<file path="src/core/timer_xfer_pkg.sv">
// Package: opcodes, field positions and reset values for the timer transfer group
package timer_xfer_pkg;
	localparam int OP_W = 10;
	localparam int NIB_W = 4;
	localparam int BYTE_W = 8;
	localparam int HI_LSB = 4;
	localparam logic [9:0] OP_LOAD_FIRST_ALT = 10'h292;
	localparam logic [9:0] OP_COPY_FIRST_PRI = 10'h2A7;
	localparam logic [9:0] OP_LOAD_FIRST_BOTH = 10'h230;
	localparam logic [9:0] OP_LOAD_SECOND_BOTH = 10'h231;
	localparam logic [9:0] OP_LOAD_SECOND_ALT = 10'h294;
	localparam logic [9:0] OP_COPY_SECOND_PRI = 10'h295;
	localparam logic [7:0] RELOAD_RST = 8'h00;

	typedef enum logic [2:0] {
		OP_NONE = 3'h0,
		OP_FIRST_ALT = 3'h1,
		OP_FIRST_COPY = 3'h3,
		OP_FIRST_BOTH = 3'h2,
		OP_SECOND_BOTH = 3'h6,
		OP_SECOND_ALT = 3'h7,
		OP_SECOND_COPY = 3'h5
	} xfer_op_t;

	typedef struct packed {
		logic load_cnt1;
		logic [7:0] cnt1_val;
		logic load_cnt2;
		logic [7:0] cnt2_val;
	} cnt_load_t;
endpackage

</file>
<file path="src/core/timer_xfer_decode.sv">
// Decoder: maps a 10-bit instruction word onto one transfer operation
module timer_xfer_decode
	import timer_xfer_pkg::*;
(
	// Instruction
	input wire logic [9:0] instr,
	input wire logic instr_valid,
	// Decoded operation
	output xfer_op_t op
);
	wire xfer_op_t raw_op;

	// All encodings are one word; execution takes the single cycle that the word is valid
	assign raw_op = (instr == OP_LOAD_FIRST_ALT) ? OP_FIRST_ALT :
		(instr == OP_COPY_FIRST_PRI) ? OP_FIRST_COPY :
		(instr == OP_LOAD_FIRST_BOTH) ? OP_FIRST_BOTH :
		(instr == OP_LOAD_SECOND_BOTH) ? OP_SECOND_BOTH :
		(instr == OP_LOAD_SECOND_ALT) ? OP_SECOND_ALT :
		(instr == OP_COPY_SECOND_PRI) ? OP_SECOND_COPY :
		OP_NONE;
	assign op = instr_valid ? raw_op : OP_NONE;
endmodule

</file>
<file path="src/core/timer_reload_transfer_ops.sv">
// Execution of the timer reload and counter transfer instructions
// Overview of operation
// - Loading the first timer's alternate reload puts B in its high nibble and A in its low nibble.
// - Word 292h is decoded as the first timer alternate reload load, one word and one cycle.
// - Word 2A7h copies all 8 bits of the first primary reload into the first counter.
// - Word 231h writes B into the high nibble of the second counter and second primary reload.
// - The same word writes A into the low nibble of both the second counter and primary reload.
// - Word 294h loads the second alternate reload with B high and A low, counter untouched.
// - An instruction copies the second primary reload into the second counter.
// - Word 295h is that copy, 8 bits, one cycle, no carry change and no skip.
module timer_reload_transfer_ops
	import timer_xfer_pkg::*;
(
	// Clock and reset
	input wire logic ref_clk,
	input wire logic rstn,
	// Instruction from the decoder stage
	input wire logic [9:0] instr,
	input wire logic instr_valid,
	// Datapath sources
	input wire logic [3:0] acc,
	input wire logic [3:0] reg_b,
	// Counter load requests to the timers
	output cnt_load_t cnt_load,
	// Reload register contents
	output logic [7:0] first_timer_primary_reload,
	output logic [7:0] first_timer_alt_reload,
	output logic [7:0] second_timer_primary_reload,
	output logic [7:0] second_timer_alt_reload,
	// Flag side effects
	output logic carry_we,
	output logic skip_next
);
	////////////////////////////////////////////////////////////////////////////////
	// Decoded operation and the byte that every load instruction moves
	wire xfer_op_t op;
	wire logic [7:0] ba_word;
	wire logic do_first_alt;
	wire logic do_first_copy;
	wire logic do_first_both;
	wire logic do_second_both;
	wire logic do_second_alt;
	wire logic do_second_copy;
	logic [7:0] first_pri_r;
	logic [7:0] first_alt_r;
	logic [7:0] second_pri_r;
	logic [7:0] second_alt_r;
	cnt_load_t load_r;
	cnt_load_t load_nxt;

	timer_xfer_decode u_dec (
		.instr(instr),
		.instr_valid(instr_valid),
		.op(op)
	);

	// One compare per operation keeps every write enable a single named wire
	assign do_first_alt = (op == OP_FIRST_ALT);
	assign do_first_copy = (op == OP_FIRST_COPY);
	assign do_first_both = (op == OP_FIRST_BOTH);
	assign do_second_both = (op == OP_SECOND_BOTH);
	assign do_second_alt = (op == OP_SECOND_ALT);
	assign do_second_copy = (op == OP_SECOND_COPY);

	// B always lands in the high nibble, A in the low one
	assign ba_word = {reg_b, acc};

	////////////////////////////////////////////////////////////////////////////////
	// Reload registers; each holds its value until its own load word comes
	always_ff @(posedge ref_clk or negedge rstn)
	begin
		if (!rstn)
			first_pri_r <= RELOAD_RST;
		else if (do_first_both)
			first_pri_r <= ba_word;
	end

	always_ff @(posedge ref_clk or negedge rstn)
	begin
		if (!rstn)
			first_alt_r <= RELOAD_RST;
		else if (do_first_alt)
			first_alt_r <= ba_word;
	end

	always_ff @(posedge ref_clk or negedge rstn)
	begin
		if (!rstn)
			second_pri_r <= RELOAD_RST;
		else if (do_second_both)
			second_pri_r <= ba_word;
	end

	// The counter is not touched by this load; only the alternate value changes
	always_ff @(posedge ref_clk or negedge rstn)
	begin
		if (!rstn)
			second_alt_r <= RELOAD_RST;
		else if (do_second_alt)
			second_alt_r <= ba_word;
	end

	////////////////////////////////////////////////////////////////////////////////
	// Counter load strobes; a copy reads the register as it stands this cycle,
	// so a load in the cycle before is already visible to it
	always_comb
	begin
		load_nxt = '0;
		load_nxt.load_cnt1 = do_first_copy || do_first_both;
		load_nxt.cnt1_val = do_first_copy ? first_pri_r : ba_word;
		load_nxt.load_cnt2 = do_second_copy || do_second_both;
		load_nxt.cnt2_val = do_second_copy ? second_pri_r : ba_word;
	end

	// Registered so the timers see a clean one-cycle request with its value
	always_ff @(posedge ref_clk or negedge rstn)
	begin
		if (!rstn)
			load_r <= '0;
		else
			load_r <= load_nxt;
	end

	////////////////////////////////////////////////////////////////////////////////
	// Outputs
	assign cnt_load = load_r;
	assign first_timer_primary_reload = first_pri_r;
	assign first_timer_alt_reload = first_alt_r;
	assign second_timer_primary_reload = second_pri_r;
	assign second_timer_alt_reload = second_alt_r;
	// None of this group touches carry or skips
	assign carry_we = 1'b0;
	assign skip_next = 1'b0;

	////////////////////////////////////////////////////////////////////////////////
	// Loads of the alternate and primary registers
	first_alt_load_a: assert property (@(posedge ref_clk) disable iff (!rstn)
		(instr_valid && instr == OP_LOAD_FIRST_ALT) |=>
		(first_alt_r == $past(ba_word)))
		else $error("first alternate reload not loaded");
	first_alt_decode_a: assert property (@(posedge ref_clk) disable iff (!rstn)
		!(instr_valid && instr == OP_LOAD_FIRST_ALT) |=>
		(first_alt_r == $past(first_alt_r)))
		else $error("first alternate reload changed on other word");
	first_alt_quiet_a: assert property (@(posedge ref_clk) disable iff (!rstn)
		(instr_valid && instr == OP_LOAD_FIRST_ALT) |=>
		(!cnt_load.load_cnt1 && !cnt_load.load_cnt2))
		else $error("first alternate load raised a counter strobe");
	first_pri_hold_a: assert property (@(posedge ref_clk) disable iff (!rstn)
		!(instr_valid && instr == OP_LOAD_FIRST_BOTH) |=>
		(first_pri_r == $past(first_pri_r)))
		else $error("first primary reload changed on other word");
	second_both_hi_a: assert property (@(posedge ref_clk) disable iff (!rstn)
		(instr_valid && instr == OP_LOAD_SECOND_BOTH) |=>
		(second_pri_r[7:4] == $past(reg_b) && cnt_load.load_cnt2 &&
		cnt_load.cnt2_val[7:4] == $past(reg_b)))
		else $error("second load high nibble wrong");
	second_both_lo_a: assert property (@(posedge ref_clk) disable iff (!rstn)
		(instr_valid && instr == OP_LOAD_SECOND_BOTH) |=>
		(second_pri_r[3:0] == $past(acc) &&
		cnt_load.cnt2_val[3:0] == $past(acc)))
		else $error("second load low nibble wrong");
	second_pri_hold_a: assert property (@(posedge ref_clk) disable iff (!rstn)
		!(instr_valid && instr == OP_LOAD_SECOND_BOTH) |=>
		(second_pri_r == $past(second_pri_r)))
		else $error("second primary reload changed on other word");
	second_alt_a: assert property (@(posedge ref_clk) disable iff (!rstn)
		(instr_valid && instr == OP_LOAD_SECOND_ALT) |=>
		(second_alt_r == $past(ba_word) && !cnt_load.load_cnt2))
		else $error("second alternate reload wrong");
	second_alt_hold_a: assert property (@(posedge ref_clk) disable iff (!rstn)
		!(instr_valid && instr == OP_LOAD_SECOND_ALT) |=>
		(second_alt_r == $past(second_alt_r)))
		else $error("second alternate reload changed on other word");

	////////////////////////////////////////////////////////////////////////////////
	// Counter copies and strobe sources
	first_copy_a: assert property (@(posedge ref_clk) disable iff (!rstn)
		(instr_valid && instr == OP_COPY_FIRST_PRI) |=>
		(cnt_load.load_cnt1 && cnt_load.cnt1_val == $past(first_pri_r)))
		else $error("first counter copy wrong");
	first_strobe_src_a: assert property (@(posedge ref_clk) disable iff (!rstn)
		cnt_load.load_cnt1 |-> ($past(instr_valid) &&
		($past(instr) == OP_COPY_FIRST_PRI || $past(instr) == OP_LOAD_FIRST_BOTH)))
		else $error("first counter strobe without its word");
	second_copy_a: assert property (@(posedge ref_clk) disable iff (!rstn)
		(instr_valid && instr == OP_COPY_SECOND_PRI) |=>
		(cnt_load.load_cnt2 && cnt_load.cnt2_val == $past(second_pri_r)))
		else $error("second counter copy wrong");
	second_strobe_src_a: assert property (@(posedge ref_clk) disable iff (!rstn)
		cnt_load.load_cnt2 |-> ($past(instr_valid) &&
		($past(instr) == OP_COPY_SECOND_PRI || $past(instr) == OP_LOAD_SECOND_BOTH)))
		else $error("second counter strobe without its word");
	refused_strobes_a: assert property (@(posedge ref_clk) disable iff (!rstn)
		!instr_valid |=> (!cnt_load.load_cnt1 && !cnt_load.load_cnt2))
		else $error("counter strobe with no valid word");
	no_flag_effect_a: assert property (@(posedge ref_clk) disable iff (!rstn)
		(instr_valid && instr == OP_COPY_SECOND_PRI) |-> (!carry_we && !skip_next) ##1
		(second_pri_r == $past(second_pri_r)))
		else $error("second copy disturbed flags or reload");
endmodule

</file>
<file path="config.mk">
export PLATFORM = sky130hd
export DESIGN_NAME = timer_reload_transfer_ops
export DESIGN_NICKNAME = d
export VERILOG_FILES = /design/src/core/timer_xfer_pkg.sv /design/src/core/timer_xfer_decode.sv /design/src/core/timer_reload_transfer_ops.sv
export SDC_FILE = /design/constraint.sdc
export NUM_CORES = 1
export LEC_CHECK = 0
export ABC_AREA = 0
export BUFFER_PORTS_ARGS = -buffer_cell sky130_fd_sc_hd__buf_2
export CORE_MARGIN = 2
export CORE_UTILIZATION = 45
export CTS_CLUSTER_SIZE = 28
export DETAILED_ROUTE_END_ITERATION = 16
export PLACE_DENSITY = 0.76
export SLEW_MARGIN = 30
export SYNTH_ARGS = -nofsm -noshare
export SYNTH_HDL_FRONTEND = slang
export SYNTH_SLANG_ARGS = --single-unit
</file>
<file path="constraint.sdc">
create_clock -name ref_clk -period 0.8 [get_ports ref_clk]
set_input_delay 0.12 -clock ref_clk [delete_from_list [all_inputs] [get_ports ref_clk]]
set_output_delay 0.12 -clock ref_clk [all_outputs]
set_load 0.05 [all_outputs]
</file>
==> results of run 1 <==
[state kept, by name, summed over array words and instances, names as in the netlist]
name,flops
cnt_load,18
first_timer_alt_reload,8
first_timer_primary_reload,8
second_timer_alt_reload,8
second_timer_primary_reload,8
[per-layer routing]
layer  routed length (um)  part of all wire, %
met5                    0                    0
met4                  111                  1.6
met3                  320                  4.7
met2                 3840                   56
met1                 2570                   38
[metrics by stage]
stage	setup slack [ns]	utilization, %	power, mW	area, um2	std cells
after detailed placement	-1.36	63.3	3.50	2950	296
after global routing	-1.05	81.3	5.73	3790	337
after floorplan	-1.25	-	3.19	2270	141
after CTS	-0.960	79.9	5.45	3720	333
final	-1.02	81.3	5.53	3790	337
after global placement	-1.31	63.3	3.49	2950	296
[power by group through the flow]
stage | Combinational [mW] | Clock (mW) | Sequential [mW]
after floorplan | 0.189 | 0 | 3.00
after global placement | 0.794 | 0 | 2.69
after detailed placement | 0.806 | 0 | 2.70
after CTS | 1.01 | 1.78 | 2.66
after global routing | 1.11 | 1.94 | 2.68
final | 1.05 | 1.80 | 2.67
[logic make-up (layout without fill, tap and decap cells)]
kind of cell,Yosys count,count (layout),synth area share (%)
DFF,50,50,58.5
and+or+nand+nor,28,28,10.4
other,1,2,0.175
AOI/OAI and AO/OA,9,9,2.98
muxes,48,48,26.7
buffers and inverters,4,146,1.23
[repair_timing]
action	4_1_cts	5_1_grt
setup buffers	31	6
resized for setup	130	10
hold buffers	1	0
setup endpoints to repair	100	100
endpoints found under the hold margin	50	0
pin swaps	11	5
[cell type report]
| cell class | count | share of cell area, % |
|---|---|---|
| tap | 54 | 1.78 |
| sequential | 50 | 33.0 |
| timing repair buffer | 138 | 33.9 |
| clock inverter | 3 | 1.19 |
| multi-input combinational | 87 | 28.3 |
| clock buffer | 5 | 1.82 |
[synth_stat cells, drive strengths merged]
library cell  number  area [um2]
a211oi             1        7.51
a21oi              3        15.0
and2               1        6.26
buf                3        22.5
clkbuf             1        3.75
conb               1        3.75
dfrtp             50        1250
mux2              48         571
nand2              3        11.3
nand3              3        15.0
nand3b             2        15.0
nand4              2        12.5
nand4b             1        8.76
nor2               4        15.0
nor2b              1        6.26
nor3               1        10.0
nor3b              4        52.6
nor4b              1        23.8
nor4bb             1        10.0
o211ai             1        21.3
o21ai              4        20.0
or2b               1        7.51
or3b               1        11.3
or4                1        7.51
or4b               1        10.0
[path summary, 6_finish.rpt]
kind / start / endpoint / slack (ns)
hold / removal: instr_valid / cnt_load[8] / 0.09
max in group asynchronous: rstn / second_timer_primary_reload[7] / 0.14
setup reg to reg: first_timer_alt_reload[7] / first_timer_alt_reload[7] / -0.16
hold reg to reg: first_timer_alt_reload[0] / first_timer_alt_reload[0] / 0.55
setup / recovery: instr[5] / second_timer_alt_reload[1] / -1.02
min in group asynchronous: rstn / cnt_load[10] / 0.22
[critical path, cell delays in order]
cell	delay (ns)
sky130_fd_sc_hd__buf_6	0.09
sky130_fd_sc_hd__or4b_1	0.54
sky130_fd_sc_hd__a21oi_2	0.23
sky130_fd_sc_hd__o211ai_4	0.10
sky130_fd_sc_hd__or4_1	0.44
sky130_fd_sc_hd__buf_6	0.18
sky130_fd_sc_hd__mux2_4	0.30
==> out/summary.txt, run 1 <==
DETAILED ROUTING
----------------------------------------------------------------------------------
Residual antenna-violating net count after detailed routing                      0
First-pass DRT Iterations                                                        4
DR vias/cell                                                                  5.26
Violation count after the first detailed-route iteration                        86
Post-detailed-route wirelength per cell                                    20.3 um
Aggregate routed wire length                                               6840 um
Routed vias                                                                   1772
DRC violations left                                                              0

SYNTH
----------------------------------------------------------------------------------
Synth cell types                                                                27
Seq cells post-synth                                                            50
Synth Instances                                                                140
Synthesized cell area                                                  0.00214 mm2
Count of yosys warnings during synthesis                                         0
Sequential fraction of the synthesis area                                    58.5%
Syn_area_per_cell                                                         15.3 um2

GLOBAL ROUTING
----------------------------------------------------------------------------------
Initial antenna violation count                                                  0
Vias in the first global route                                                1931
Overall track demand over capacity in global routing                         27.1%
Global Route met3 Usage                                                      5.80%
Global-route wire length before repair                                    10400 um
Pin count of the biggest net entering global routing                            33
Gr ovfl total                                                                    0
Global routing met1 resource utilization                                     31.7%
Met2 usage in global routing                                                 49.6%
Layer with the highest usage after global routing                             met2

FLOORPLANNING
----------------------------------------------------------------------------------
Effective utilization at floorplan                                           45.9%
Die area                                                               0.00532 mm2
Die Wd                                                                     72.9 um
Die outline height                                                         72.9 um
Number of top-level design ports                                                73
Cell Rows                                                                       25
Core Area                                                              0.00466 mm2

POWER AND IR DROP
----------------------------------------------------------------------------------
Net Sw Power                                                               1.53 mW
Lkg Pwr                                                                    1.92 nW
Power density of the placed cells                                      1460 mW/mm2
Cell-internal power                                                        4.00 mW
Share of total power in the clock network                                    32.6%
Switching share of total power                                               27.7%
Maximum resistive drop on vdd                                               810 uV
Seq pwr share                                                                48.4%
Logic gate share of total power                                              19.1%

STA
----------------------------------------------------------------------------------
Final setup fails                                                              100
Final sum of negative setup slack                                        -50.82 ns
Final-report max-slew violation count                                            0
Slack of the critical path                                                -1.02 ns
Hold_ws                                                                  0.0923 ns
Upper clock frequency limit                                              0.550 GHz
Final hold viol count                                                            0
RSZ-0062 raised after global routing                                           yes
Post-layout min period                                                     1.82 ns
Final worst-path cycle share                                                  227%
Clock Skews                                                             0.00976 ns

CLOCK NETWORK
----------------------------------------------------------------------------------
Htree depth                                                                      2
Clk pin slew, worst setup/hold paths                                       0.09 ns
Clock Tree Root                                                       sky130_fd_sc_hd__clkbuf_8
Inserted Clock Buffers                                                           5
Maximum number of buffers from clock root to sink                                2
Clock Sink Count                                                                50
Clk Latency, worst-skew pair                                               0.31 ns
Clock tree from TritonCTS                                                     done

WORST SETUP PATH
----------------------------------------------------------------------------------
Worst Path Class, Setup                                               input port to register
WP data arrival                                                            2.01 ns
Startpoint Class                                                        input port
Critical path data required time                                           0.99 ns
Depth of the most critical reg-to-reg path                                       2
CP max FO                                                                        8
Critical path capture point type                                          register

PLACE
----------------------------------------------------------------------------------
RePlAce Congestion                                                           0.837
Post-detailed-placement half-perimeter wirelength                          3610 um
Total of buffers placed on input and output ports                               70

FINAL LAYOUT
----------------------------------------------------------------------------------
NumNets Final                                                                  303
Most common cell after layout, fill and taps aside                    sky130_fd_sc_hd__buf_6
Commonest cells after routing, fill and taps aside                    sky130_fd_sc_hd__buf_6 (67), sky130_fd_sc_hd__dfrtp_1 (50), sky130_fd_sc_hd__buf_4 (50)
Footprint of the multi-input gates                                     0.00107 mm2
Share of final-layout standard cells stronger than drive strength 1          74.6%
Area taken by flip-flops and latches                                   0.00125 mm2
N_diodes                                                                         0
Area delta synth->final                                                      77.2%
Count of fill cells added during filler insertion                              224

STATUS
----------------------------------------------------------------------------------
Failing checks                                                        negative setup slack
Result of the run                                                     finished with violations

JOB
----------------------------------------------------------------------------------
Max-cap violation count                                                          0

WORST HOLD PATH
----------------------------------------------------------------------------------
Hold depth                                                                       3
Type of the most critical hold path                                   input port to register

No activity file was read; power rests on OpenSTA's default activity.
==> run 2, diff against run 1 <==
CORE_UTILIZATION = 53   (was 45)
PLACE_DENSITY = 0.84   (was 0.76)
clock period = 2.2 ns   (was 0.8 ns; I/O delays follow)
==> run 2 against run 1 <==
The run now ends clean. Via count is 14% lower. First-iteration DRC count decreased by 8.1%. Final cell count is 14% lower. Non-clock buffer count fell by 44. Die area fell by 14%. Highest routed layer unchanged. Critical path depth unchanged. Clock power shrank 64%.
==> out/summary.txt, run 2 (synthesis results as in run 1) <==
FINAL LAYOUT
----------------------------------------------------------------------------------
Fraction of the core area covered by cells at the end of the flow            72.1%
Share of final-layout standard cells stronger than drive strength 1          65.7%
Most common cell after layout, fill and taps aside                    sky130_fd_sc_hd__buf_2
Commonest cells after routing, fill and taps aside                    sky130_fd_sc_hd__buf_2 (70), sky130_fd_sc_hd__dfrtp_1 (50), sky130_fd_sc_hd__mux2_2 (40)
Post-route cell area                                                   0.00284 mm2
Flip-flop count of the largest register, all copies and words added             18
N_diodes                                                                         0
Finished Layout Cells                                                          289
NumNets Final                                                                  259
Area delta synth->final                                                      32.9%
Count of fill cells added during filler insertion                              273

STA
----------------------------------------------------------------------------------
Slack of the critical path                                                0.183 ns
RSZ-0062 raised after global routing                                            no
Max-slew headroom                                                            55.6%
Clock Skews                                                              0.0100 ns
Post-layout min period                                                     2.02 ns
Final-report max-slew violation count                                            0
Final setup fails                                                                0
Final hold viol count                                                            0
Final sum of negative setup slack                                             0 ns
Worst-Margin Slew                                                         0.666 ns
Final worst-path cycle share                                                 91.7%
Upper clock frequency limit                                              0.496 GHz

DETAILED ROUTING
----------------------------------------------------------------------------------
First-pass DRT Iterations                                                        4
Top Metal Used                                                                met4
Residual antenna-violating net count after detailed routing                      0
Length of routed wiring on met1                                            1970 um
Violation count after the first detailed-route iteration                        79
Routed vias                                                                   1520
Detailed-routed wire length on met3                                         267 um
Aggregate routed wire length                                               4600 um
Post-detailed-route wirelength per cell                                    15.9 um
DRC violations left                                                              0
Met2 Routed Length                                                         2310 um
DR vias/cell                                                                  5.26

PLACE
----------------------------------------------------------------------------------
Placement Setup Slack                                                    -0.126 ns
Count of placed standard cells including taps                                  281
Area after detailed placement                                          0.00273 mm2
Post-detailed-placement half-perimeter wirelength                          3360 um
RePlAce Congestion                                                           0.914
Total of buffers placed on input and output ports                               70

WORST SETUP PATH
----------------------------------------------------------------------------------
Startpoint Class                                                        input port
Startpoint of the worst setup timing path                                 instr[0]
Worst path top cell family by delay                                   simple AND/OR/NAND/NOR gates
WP data arrival                                                            2.21 ns
Worst Path Class, Setup                                               input port to register
CP max FO                                                                        8
WP buf/inv                                                                       2
Crit-path slowest cell                                                sky130_fd_sc_hd__or4b_1
Cells traversed along the worst timing path                           buf_2, or4b_1, a21oi_2, o211ai_4, or4_1, buf_4, mux2_4
Critical path data required time                                           2.39 ns
Launching point of the worst reg2reg path                             first_timer_primary_reload[6]
Critical path capture point type                                          register
Max incr delay on CP                                                       0.53 ns

FLOORPLANNING
----------------------------------------------------------------------------------
Die area                                                               0.00456 mm2
Die Wd                                                                     67.5 um
Die outline height                                                         67.5 um
Core Area                                                              0.00394 mm2
Effective utilization at floorplan                                           54.2%
Cell Rows                                                                       23
Number of top-level design ports                                                73

CLOCK NETWORK
----------------------------------------------------------------------------------
Clk pin slew, worst setup/hold paths                                       0.10 ns
Clock Tree Root                                                       sky130_fd_sc_hd__clkbuf_8
Clock tree from TritonCTS                                                     done
Post-CTS Repair Setup Buffers                                                    0
Inserted Clock Buffers                                                           5
Clock Sink Count                                                                50
Maximum number of buffers from clock root to sink                                2
Cts hold-fix bufs                                                                0
Quantity of gates resized following cts                                          0
Htree depth                                                                      2
Clk Latency, worst-skew pair                                               0.31 ns

GLOBAL ROUTING
----------------------------------------------------------------------------------
Gr ovfl total                                                                    0
Global-route wire length before repair                                     7150 um
Vias in the first global route                                                1433
Initial antenna violation count                                                  0
Overall track demand over capacity in global routing                         21.7%
Pin count of the biggest net entering global routing                            32

STATUS
----------------------------------------------------------------------------------
Result of the run                                                        completed

WORST HOLD PATH
----------------------------------------------------------------------------------
Type of the most critical hold path                                   input port to async pin

JOB
----------------------------------------------------------------------------------
Max-cap violation count                                                          0

POWER AND IR DROP
----------------------------------------------------------------------------------
Lkg Pwr                                                                    1.50 nW
Maximum resistive drop on vdd                                               385 uV
Power density of the placed cells                                       662 mW/mm2

==> run 2: changes by cell type in the layout (fill, tap and decap cells not counted), moves of 27 or more <==
cell	delta
sky130_fd_sc_hd__buf_4	-27
sky130_fd_sc_hd__mux2_2	+32
sky130_fd_sc_hd__buf_2	+53
sky130_fd_sc_hd__buf_6	-67
sky130_fd_sc_hd__mux2_4	-32
==> run 2: path summary, 6_finish.rpt <==
path	to	slack (ns)	depth (start not counted)
worst min register to register	first_timer_alt_reload[6]	0.51	1
worst max-delay path	second_timer_alt_reload[7]	0.18	7
worst min-delay path	second_timer_alt_reload[1]	0.05	1
worst max register to register	cnt_load[15]	1.40	1
min in group ref_clk	cnt_load[8]	0.27	3
max in group asynchronous	first_timer_alt_reload[7]	1.54	2
==> run 2: cell type report <==
cell class | instances | area, um2 | share of cell area, %
multi-input combinational | 87 | 868 | 30.5
clock inverter | 3 | 48.8 | 1.72
clock buffer | 5 | 68.8 | 2.42
sequential | 50 | 1250 | 44.0
tap | 50 | 62.6 | 2.20
timing repair buffer | 94 | 543 | 19.1
==> run 2: power by group <==
part | switching, mW | internal, mW
Clock | 0.310 | 0.346
Sequential | 0.0138 | 0.948
Combinational | 0.188 | 0.0757
==> run 2: metal layers <==
metal | up-vias | GRT usage [%]
met5 | - | 0
met4 | 0 | 7.14
met3 | 4 | 4.83
met2 | 55 | 36.4
met1 | 757 | 27.8
li1 | 704 | -
==> run 2: through the flow <==
stage               hold slack (ns)  power, mW
floorplan                    0.0344       1.14
global placement              0.394       1.24
detailed placement            0.401       1.24
CTS                          0.0667       1.90
global route                 0.0924       1.96
finish                       0.0489       1.88
